==> src/rtl/idps_pkg.sv <==
package idps_pkg;

    // Register map of the control bus.
    localparam logic [7:0] IDPS_ACT_STATUS_ADDR = 8'h11;
    localparam logic [7:0] IDPS_CONTROL_ADDR    = 8'h12;
    localparam int         IDPS_HS_BIT          = 7;
    localparam int         IDPS_VS_BIT          = 6;
    localparam int         IDPS_GS_BIT          = 5;
    localparam int         IDPS_LCK_BIT         = 4;
    localparam int         IDPS_PWR_BIT         = 0;
    localparam int         IDPS_OVR_BIT         = 1;
    localparam int         IDPS_CHOICE_BIT      = 2;
    localparam logic [7:0] IDPS_CONTROL_RST     = 8'h01;

    // Timing: clock rate and loss timeout.
    localparam int         IDPS_CLK_HZ       = 10_000_000;
    localparam int         IDPS_LOSS_MS      = 100;
    localparam int         IDPS_LOSS_CYC     = IDPS_CLK_HZ / 1000 * IDPS_LOSS_MS;
    localparam int         IDPS_TMR_W        = 21;
    localparam logic [5:0] IDPS_DE_NEEDED    = 6'h20;

    // Digital detection stages.
    typedef enum logic [2:0] {
        DIG_IDLE  = 3'b001,
        DIG_COUNT = 3'b010,
        DIG_FOUND = 3'b100
    } idps_dig_e;

    // Power domain enables.
    typedef struct packed {
        logic analog_core;
        logic digital_core;
        logic outputs;
        logic band_gap;
        logic hsync_detect;
        logic link_clk_detect;
        logic activity_detect;
        logic green_sync;
    } idps_pwr_s;

endpackage : idps_pkg

==> src/rtl/idps_top.sv <==
`timescale 1ns/1ps

// Functional notes
// - Watch hsync, vsync, green sync separately
// - Activity flags at 11h bits 7,6,5
// - Analog flag clears within 100 ms
// - Link clock detect stays on always; the code turns it off in power-down and while digital is picked
// - Link clock flag at 11h bit 4
// - Clock flag clears within 100 ms
// - After clock, count 32 consecutive DEs
// - Override zero auto, one uses choice
// - Override choice 0 analog, 1 digital
// - Nothing detected: both off, pin low
// - Only digital: digital on, analog off
// - Only analog: analog on, digital off
// - Both detected: choice sets priority
// - Digital active keeps band gap, hsync detect
// - Analog active keeps link clock detect
// - Power-down beats override beats auto
// - Register 12h bit 0 zero powers down
// - Analog detect is OR of bits 7..5
// - Seek state keeps detectors and band gap
module idps_top
    import idps_pkg::*;
#(
    parameter int LOSS_CYC = IDPS_LOSS_CYC
) (
    // Clock, reset, enable.
    input  wire logic       clk_sys,
    input  wire logic       rst_b,
    input  wire logic       clk_en,
    // Asynchronous sense inputs.
    input  wire logic       hsync_in,
    input  wire logic       vsync_in,
    input  wire logic       green_embedded_sync,
    input  wire logic       link_clk_seen,
    input  wire logic       de_in,
    // Register port.
    input  wire logic [7:0] reg_addr,
    input  wire logic       reg_wr,
    input  wire logic [7:0] reg_wdata,
    input  wire logic       reg_rd,
    output logic      [7:0] reg_rdata,
    // Power and status outputs.
    output idps_pwr_s       pwr_en,
    output logic            analog_active,
    output logic            digital_active,
    output logic            any_sync_found_pin
);

    // Data path overview. Five pin inputs are synchronised first. The four
    // sense inputs feed activity monitors whose flags are read back at the
    // status register. The link clock flag starts the second digital stage,
    // which counts data-enable pulses until a full run has been seen. The
    // selection logic then resolves power-down, override and automatic
    // detection, in that order, into at most one active interface. Every
    // result leaves the block through a flip-flop, and all state holds still
    // while clk_en is low.

    // Synchroniser stages and the delayed copy used for edge detection.
    logic [4:0]             sync1_q;
    logic [4:0]             sync2_q;
    logic [4:0]             prev_q;
    // Activity flags {link clock, green sync, vsync, hsync}.
    logic [3:0]             flag_q;
    // Control register: power, override enable and interface choice.
    logic [7:0]             ctrl_q;
    // Data-enable run counter, its gap timer and the detection stage.
    logic [5:0]             de_cnt_q;
    idps_dig_e              dig_q;
    logic [IDPS_TMR_W-1:0]  dg_tmr_q;
    // Decoded detection results and the chosen interface.
    logic                   analog_det;
    logic                   digital_det;
    logic                   pick_analog;
    logic                   pick_digital;
    logic                   pwr_on;
    logic                   ovr_on;
    logic                   choice_dig;
    logic                   dig_warm;

    // Two flip-flops on every pin input keep metastable levels away from the
    // logic; nothing but the second stage reads the first.
    always_ff @(posedge clk_sys) begin
        if (!rst_b) begin
            sync1_q <= 5'h00;
            sync2_q <= 5'h00;
        end else if (clk_en) begin
            sync1_q <= {de_in, link_clk_seen, green_embedded_sync, vsync_in, hsync_in};
            sync2_q <= sync1_q;
        end
    end

    // Delayed copy of the synchronised levels, used only for edge detection.
    always_ff @(posedge clk_sys) begin
        if (!rst_b) begin
            prev_q <= 5'h00;
        end else if (clk_en) begin
            prev_q <= sync2_q;
        end
    end

    // One activity monitor per sense input; bit 3 watches the link clock level.
    // Each monitor owns one flag bit, so the flags are independent of each
    // other and a stopped input never holds up the others.
    for (genvar i = 0; i < 4; i++) begin : g_act
        idps_act_mon #(
            .LOSS_CYC (LOSS_CYC)
        ) i_mon (
            .clk_sys (clk_sys),
            .rst_b   (rst_b),
            .clk_en  (clk_en),
            .now_in  (sync2_q[i]),
            .was_in  (prev_q[i]),
            .active  (flag_q[i])
        );
    end

    // Digital detection in two stages. The clock stage only watches the link
    // clock flag, whose monitor is unpowered in digital mode and in absolute
    // power-down. The count stage needs 32 DE rising edges with no gap longer
    // than the loss window; losing the clock flag in any stage drops back to
    // the clock stage, so a stale count never completes a detection.
    always_ff @(posedge clk_sys) begin
        if (!rst_b) begin
            dig_q     <= DIG_IDLE;
            de_cnt_q  <= 6'h00;
            dg_tmr_q  <= '0;
        end else if (clk_en) begin
            case (dig_q)
                DIG_IDLE: begin
                    de_cnt_q <= 6'h00;
                    dg_tmr_q <= '0;
                    if (flag_q[IDPS_LCK_BIT - 1]) begin
                        dig_q <= DIG_COUNT;
                    end
                end
                DIG_COUNT: begin
                    if (!flag_q[IDPS_LCK_BIT - 1]) begin
                        dig_q <= DIG_IDLE;
                    end else if (sync2_q[4] && !prev_q[4]) begin
                        dg_tmr_q <= '0;
                        if (de_cnt_q == IDPS_DE_NEEDED - 6'h01) begin
                            dig_q <= DIG_FOUND;
                        end
                        de_cnt_q <= de_cnt_q + 6'h01;
                    end else if (dg_tmr_q >= IDPS_TMR_W'(LOSS_CYC - 1)) begin
                        de_cnt_q <= 6'h00; // Gap in DEs breaks the run.
                        dg_tmr_q <= '0;
                    end else begin
                        dg_tmr_q <= dg_tmr_q + 1'b1;
                    end
                end
                DIG_FOUND: begin
                    if (!flag_q[IDPS_LCK_BIT - 1]) begin
                        dig_q <= DIG_IDLE;
                    end
                end
                default: dig_q <= DIG_IDLE;
            endcase
        end
    end

    // Control register write; the power bit is active low, so writing it to 0
    // drops the block into absolute power-down.
    always_ff @(posedge clk_sys) begin
        if (!rst_b) begin
            ctrl_q <= IDPS_CONTROL_RST;
        end else if (clk_en && reg_wr && reg_addr == IDPS_CONTROL_ADDR) begin
            ctrl_q <= reg_wdata;
        end
    end

    // Register read of the flags and the control register. The flags live in
    // this clock domain already, so a read always sees one settled snapshot.
    always_ff @(posedge clk_sys) begin
        if (!rst_b) begin
            reg_rdata <= 8'h00;
        end else if (clk_en && reg_rd) begin
            case (reg_addr)
                IDPS_ACT_STATUS_ADDR:
                    reg_rdata <= {flag_q[0], flag_q[1], flag_q[2], flag_q[3], 4'h0};
                IDPS_CONTROL_ADDR:
                    reg_rdata <= ctrl_q;
                default:
                    reg_rdata <= 8'h00;
            endcase
        end
    end

    // Detection results and control fields. The digital side only counts as
    // detected once the full DE run has been seen with the clock still present.
    always_comb begin
        analog_det  = flag_q[0] | flag_q[1] | flag_q[2];
        digital_det = flag_q[IDPS_LCK_BIT - 1] && (dig_q == DIG_FOUND);
        pwr_on      = ctrl_q[IDPS_PWR_BIT];
        ovr_on      = ctrl_q[IDPS_OVR_BIT];
        choice_dig  = ctrl_q[IDPS_CHOICE_BIT];
    end

    // Interface selection: power-down first, then override, then automatic
    // choice. Only one interface may win, so the two picks are exclusive.
    always_comb begin
        pick_analog  = 1'b0;
        pick_digital = 1'b0;
        if (!pwr_on) begin
            pick_analog  = 1'b0;
            pick_digital = 1'b0;
        end else if (ovr_on) begin
            pick_digital = choice_dig;
            pick_analog  = !choice_dig;
        end else if (analog_det && digital_det) begin
            pick_digital = choice_dig;
            pick_analog  = !choice_dig;
        end else begin
            pick_digital = digital_det;
            pick_analog  = analog_det;
        end
        dig_warm = pwr_on && (dig_q != DIG_IDLE) && !pick_analog && !ovr_on;
    end

    // Registered status outputs; the sync pin drops whenever no interface
    // is chosen, including absolute power-down.
    always_ff @(posedge clk_sys) begin
        if (!rst_b) begin
            analog_active      <= 1'b0;
            digital_active     <= 1'b0;
            any_sync_found_pin <= 1'b0;
        end else if (clk_en) begin
            analog_active      <= pick_analog;
            digital_active     <= pick_digital;
            any_sync_found_pin <= pick_analog | pick_digital;
        end
    end

    // Power enables. Seek mode keeps only the detectors and the band gap; the
    // hsync detector joins them whenever either interface runs. The digital
    // core is also raised while the DE run is counted in automatic mode with analog not picked, since
    // the DEs can only be seen with it on.
    always_ff @(posedge clk_sys) begin
        if (!rst_b) begin
            pwr_en <= '0;
        end else if (clk_en) begin
            pwr_en.analog_core     <= pick_analog;
            pwr_en.digital_core    <= pick_digital | dig_warm;
            pwr_en.outputs         <= pick_analog | pick_digital;
            pwr_en.band_gap        <= pwr_on;
            pwr_en.hsync_detect    <= pick_analog | pick_digital;
            pwr_en.link_clk_detect <= pwr_on && !pick_digital;
            pwr_en.activity_detect <= pwr_on;
            pwr_en.green_sync      <= pwr_on;
        end
    end

endmodule : idps_top

// Activity monitor for one synchronised sense input. Any change of level
// marks the input active and restarts a quiet timer; once the timer has run
// for the whole loss window without a change the flag drops. The timer parks
// at the end of the window instead of wrapping, so a dead input never raises
// a false flag later, and an edge in the same cycle as the timeout wins.
module idps_act_mon
    import idps_pkg::*;
#(
    parameter int LOSS_CYC = IDPS_LOSS_CYC
) (
    // Clock, reset, enable.
    input  wire logic clk_sys,
    input  wire logic rst_b,
    input  wire logic clk_en,
    // Synchronised level and its copy from one cycle earlier.
    input  wire logic now_in,
    input  wire logic was_in,
    // Activity flag.
    output logic      active
);

    // Cycles since the last edge, held at the end of the window.
    logic [IDPS_TMR_W-1:0] quiet_q;

    // An edge sets the flag and clears the timer; a full quiet window clears the flag.
    always_ff @(posedge clk_sys) begin
        if (!rst_b) begin
            active  <= 1'b0;
            quiet_q <= '0;
        end else if (clk_en) begin
            if (now_in != was_in) begin
                active  <= 1'b1;
                quiet_q <= '0;
            end else if (quiet_q >= IDPS_TMR_W'(LOSS_CYC - 1)) begin
                active  <= 1'b0;
            end else begin
                quiet_q <= quiet_q + 1'b1;
            end
        end
    end

endmodule : idps_act_mon

==> config.mk <==
export PLATFORM = sky130hd
export DESIGN_NAME = idps_top
export DESIGN_NICKNAME = d
export VERILOG_FILES = /design/src/rtl/idps_pkg.sv /design/src/rtl/idps_top.sv
export SDC_FILE = /design/constraint.sdc
export NUM_CORES = 1
export LEC_CHECK = 0
export ABC_AREA = 1
export ABC_CLOCK_PERIOD_IN_PS = 2400
export BUFFER_PORTS_ARGS = -buffer_cell sky130_fd_sc_hd__buf_2
export CORE_UTILIZATION = 60
export CTS_CLUSTER_SIZE = 25
export DETAILED_ROUTE_END_ITERATION = 8
export PLACE_DENSITY = 0.82
export SLEW_MARGIN = 20
export SYNTH_ARGS = -nofsm -noshare
export SYNTH_HDL_FRONTEND = slang
export SYNTH_SLANG_ARGS = --single-unit
==> constraint.sdc <==
create_clock -name clk_sys -period 2.4 [get_ports clk_sys]
set_input_delay 0.48 -clock clk_sys [delete_from_list [all_inputs] [get_ports clk_sys]]
set_output_delay 0.48 -clock clk_sys [all_outputs]
set_load 0.05 [all_outputs]
Yosys cells after proc, flatten, opt, wreduce, memory -nomap -nowiden
Index checks and enable logic that the tools add are counted.
Word-level totals
  output and inout bits: 19
  register bits: 155
  input port bits: 26
Cells by class
  eq/ne operators: 21
  mux-type cells: 37
  $add $sub $neg: 6
  reduce and logical (&&, ||, !) cells: 31
  $lt $le $gt $ge: 5
  bitwise logic cells: 4
Operators with widths (number)
  $mux W21: 11
  $add A21 B1 Y21 const B: 5
  $ge A21 B20 Y1 const B: 5
  $pmux W21 S2: 1
  $mux W6: 3
  $eq A8 B5 Y1 const B: 2
  $pmux W8 S2: 1
  $reduce_and A2 Y1: 8
  $mux W3: 5
  $mux W1: 14
  $ne A2 B1 Y1 const B: 6
  $pmux W6 S2: 1
  $logic_and A1 B1 Y1: 10
  $reduce_bool A2 Y1: 5
  $ne A3 B3 Y1 const B: 3
  $pmux W3 S3: 1
  $add A6 B1 Y6 const B: 1
  $eq A6 B5 Y1 const B: 1
  $logic_not A1 Y1: 5
  $reduce_and A5 Y1: 1
  $ne A1 B1 Y1: 4
  $or A1 B1 Y1: 4
  $reduce_and A4 Y1: 1
  $eq A3 B1 Y1 const B: 1
  5 further kinds: 5

Longest topological paths before layout
  depth in word-level cells: 10
  mapped depth: 14
  depth with buffers taken out: 14

By module
Synthesis repeated with hierarchy kept, for this count alone.
Unflattened totals
  cell total of the unflattened synthesis: 1462
  area total of the unflattened synthesis: 9364.0 µm²
By module, submodules not included
  idps_act_mon: seq. area each 440.4 µm², cells each 251, times used 4, area an instance 1537.7 µm²
  idps_top: seq. area each 1341.3 µm², cells each 458, times used 1, area an instance 3213.1 µm²

Worst setup path before layout
OpenSTA, ideal clock, no wires.
  kind: flip-flop to flip-flop
  start point: register g_act[2].i_mon.quiet_q[0]
  end point: register g_act[2].i_mon.quiet_q[17]
  arrival time: 1.617 ns
  period minus slack after synthesis: 1.749 ns
  required time: 2.268 ns
  cell stages (with the launch flop): 12
  path slack: 0.651 ns
  cell sequence: dfxtp_1 -> ha_1 -> nand2_2 -> nor2_4 -> inv_2 -> nor2_4 -> nand3_4 -> nand3_2 -> nand2_2 -> buf_6 -> nand3_1 -> a21oi_1
Between the ends
  word-level cells in the longest chain between the ends: 3
RTL lines
  start: declaration: RTL line idps_top.sv:279  | logic [IDPS_TMR_W-1:0] quiet_q;
  start signal: assignment: RTL line idps_top.sv:293  | quiet_q <= quiet_q + 1'b1;
  $add A21 B1 Y21 / $ge A21 B20 Y1 (equally long branches): RTL line idps_top.sv:293, idps_top.sv:290
  $mux W21 / $ne A2 B1 Y1 (equally long branches)
  $mux W21 / $reduce_and A2 Y1 (equally long branches)
Parallel ways exist; a longest one is shown, timed or not. The select of a mux whose other input is x is not followed.
A chain may end at the register's enable or synchronous reset.

Worst setup path after layout
  start point: register g_act[1].i_mon.quiet_q[0]
  end point: register g_act[1].i_mon.quiet_q[7]
Between the ends
  word-level cells in the longest chain between the ends: 3
RTL lines (RTL line)
  start: declaration: idps_top.sv:279
  start signal: assignment: idps_top.sv:293
  $add A21 B1 Y21 / $ge A21 B20 Y1 (equally long branches): idps_top.sv:293, idps_top.sv:290
  $mux W21 / $ne A2 B1 Y1 (equally long branches)
  $mux W21 / $reduce_and A2 Y1 (equally long branches)
Parallel ways exist; a longest one is shown, timed or not. The select of a mux whose other input is x is not followed.

==> metrics.txt <==
status finished, final reports clean; Worst Skew 0.009023 ns; Ant. Diodes 0; critical path launch point type flop; Yosys reg bits 155; Nets 1553; synthesized area per cell 6.290 um^2; Worst-path clk slew 0.06 ns; share of cells above drive strength 1 8.866%; Residual DRC 0; Power per Cell Area 587.2 mW/mm^2; worst r2r dst g_act[1].i_mon.quiet_q[7]; die height 127.7 um; row count 45; vias in the first global route 8488; Core Footprint 0.01531 mm^2; hold_buf cts 0; hold path startpoint reg_wdata[0]; fin crit period 2.140 ns; dpl hpwl 15960 um; # port buffers 44; fillcell total 1386; Critical Path Fanout Max 20; CP Capture Point g_act[1].i_mon.quiet_q[7]; critical path, cell by cell ha_1, nand2_1, nor2_2, inv_1, nor2_1, nand3_2, nand4_2, nand3_1, a21oi_1; Post-CTS Setup Bufs 0; Hold Vio Cnt, Final 0; Initial DRT Pass Iterations 6; Slew headroom 53.16%; Synth Warn # 0; post-cts sizing count 0; Post-Place Setup Slack 0.3047 ns; fin. max-slew vios 0; Cells after Synth 1508; fmax 467.2 MHz; Routed Antenna Nets 0; total CTS buffers 17; Final setup viols 0; top-area cell type share of the netlist area 32.71%; Placer Congestion 0.9793; Net Sw Frac 27.40%; Wirelength per Cell 13.22 um; clock network power share 43.3%; H-tree depth 4; Top-Level Pins 45; Mapped Nets 1540; Fin Hold WS 0.2662 ns; worst min-delay path class in -> reg; most instantiated cells after synthesis 324 x nor2_1, 315 x nand2_1, 204 x nand3_1; LEAKAGE 3.830 nW; GRT Total Usage 28.88%; Sink Count 155; Slew @ Worst Pin 0.7009 ns; CP Data Arrival Time 2.49 ns; post-synth top area cell dfxtp_1; Slowest-stage cell, CP dfxtp_1; number of synthesized flops with an enable pin 0; sequential fraction of design power 45.0%; Finished Cell Area 0.01031 mm^2; CTS tree built; Logic pwr share 11.6%; Die Wd 127.7 um; initial core utilization 61.94%; VDD IR max 0.0005828 V; RSZ-0062 raised after global routing no; Slowest Stage Delay on Critical Path 0.44 ns; Int Power 4.396 mW; P&R area growth vs syn 8.706%; most instantiated library cell after synthesis nor2_1; first-pass GRT wire length 38630 um; clk buf depth 2; initial antenna violation count 1; worst setup margin 0.2597 ns; Detailed Route WL 23060 um; critical path class reg -> reg; reg2reg path depth 9; Total Die Area 0.01632 mm^2; final worst-path cycle share 89.18%; Top FF cell, synth dfxtp_1; hold path depth 3; placed cell area 0.009742 mm^2; via count 9538; r2r startpoint g_act[1].i_mon.quiet_q[0]; pin count of the biggest net entering global routing 36; max_cap viols 0; clock latency at the later pin of the worst-skew pair 0.42 ns; largest cells by area after synthesis dfxtp_1 33%, nor2_1 13%, nand2_1 12%; GRT overflow 0; Vias per Instance 5.466; Critical Path Start g_act[1].i_mon.quiet_q[0]; setup TNS 0 ns; Worst Path Required 2.75 ns; Post-synth ARST share 0%; Crit. End Element flop; Detailed Route Iter0 Violations 896; sequential area share after synthesis 32.71%; CTS root buf clkbuf_16; Distinct cells, synth 43; switching power of the nets 1.659 mW; reg-to-reg setup timing slack 0.26 ns; Mapped Area 0.009485 mm^2
==> power by group through the flow <==
stage,Sequential [mW],Clock [mW],Combinational (mW)
3_3_place_gp,2.78,0,0.675
4_1_cts,2.73,2.65,0.700
6_report,2.73,2.62,0.705
3_5_place_dp,2.78,0,0.692
2_1_floorplan,2.80,0,0.514
5_1_grt,2.74,2.75,0.776
==> registers in the layout (all words and copies together) (netlist names) <==
name / flops
prev_q: 5
g_act.i_mon.quiet_q: 84
de_cnt_q: 6
sync1_q: 5
sync2_q: 5
g_act.i_mon.active: 4
dg_tmr_q: 21
ctrl_q: 8
reg_rdata: 8
pwr_en: 5
digital_active: 1
dig_q: 3
==> final cells by class <==
class	instances	area [um^2]	share of cell area [%]
clock buffer	20	446.7	4.332
sequential	155	3103	30.09
multi-input combinational	1147	5469	53.04
tap	211	264.0	2.560
clock inverter	12	122.6	1.189
inverter	140	525.5	5.096
timing repair buffer	60	380.4	3.689
==> metrics by stage <==
| step | total power [mW] | util, % | cells |
|---|---|---|---|
| detailed placement | 3.474 | 63.61 | 1713 |
| floorplan | 3.317 | - | 1508 |
| global placement | 3.453 | 63.61 | 1713 |
| global route | 6.260 | 67.33 | 1745 |
| CTS | 6.080 | 67.33 | 1745 |
| finish | 6.055 | 67.33 | 1745 |
==> kinds of logic (layout without fill, tap and decap cells) <==
kind of cell,count (synthesis),after routing,synth area share [%]
AND/OR/NAND/NOR,935,935,43.38
buffers and inverters,206,232,9.629
flip-flops,155,155,32.71
AO/OA/AOI/OAI,147,147,8.033
XOR/XNOR,59,59,5.448
adder cells (fa/ha/maj),6,6,0.7914
==> critical path, delay by kind of cell (launching register included) <==
kind | cells | cell delay, ns
AOI/OAI and AO/OA | 1 | 0.18
and+or+nand+nor | 6 | 1.09
DFF | 1 | 0.44
buffers and inverters | 1 | 0.06
adders and majority gates | 1 | 0.29
==> how the worst min path moves through the flow <==
stage / to / slack (ns)
floorplan: dig_q[0] / 0.43
global placement: dig_q[0] / 0.44
detailed placement: ctrl_q[4] / 0.46
CTS: ctrl_q[0] / 0.25
global route: ctrl_q[0] / 0.28
finish: ctrl_q[0] / 0.27
==> layer usage <==
| layer | track usage [%] | vias to the layer above | wire [um] |
|---|---|---|---|
| met1 | 37.02 | 4333 | 10660 |
| met5 | 0 | - | 10 |
| met4 | 10.17 | 2 | 512 |
| met3 | 5.718 | 46 | 1173 |
| li1 | - | 4873 | - |
| met2 | 48.34 | 284 | 10710 |
==> cells in the final DEF (no fill, tap or decap), drive strengths merged <==
cell type  netlist  final
a211oi           5      5
a21oi          103    103
a22oi            1      1
a2bb2oi          1      1
a31oi            1      1
buf             40     60
bufinv           0      2
clkbuf          26     20
clkinv           3     10
clkinvlp         0      2
dfxtp          155    155
ha               6      6
inv            137    138
nand2          326    326
nand3          213    213
nand3b           5      5
nand4           20     20
nor2           335    335
nor3            23     23
nor3b            5      5
nor4             5      5
o211ai           1      1
o21ai           32     32
o22ai            3      3
or2              3      3
xnor2           17     17
xor2            42     42
(Power assumes the default switching activity.)
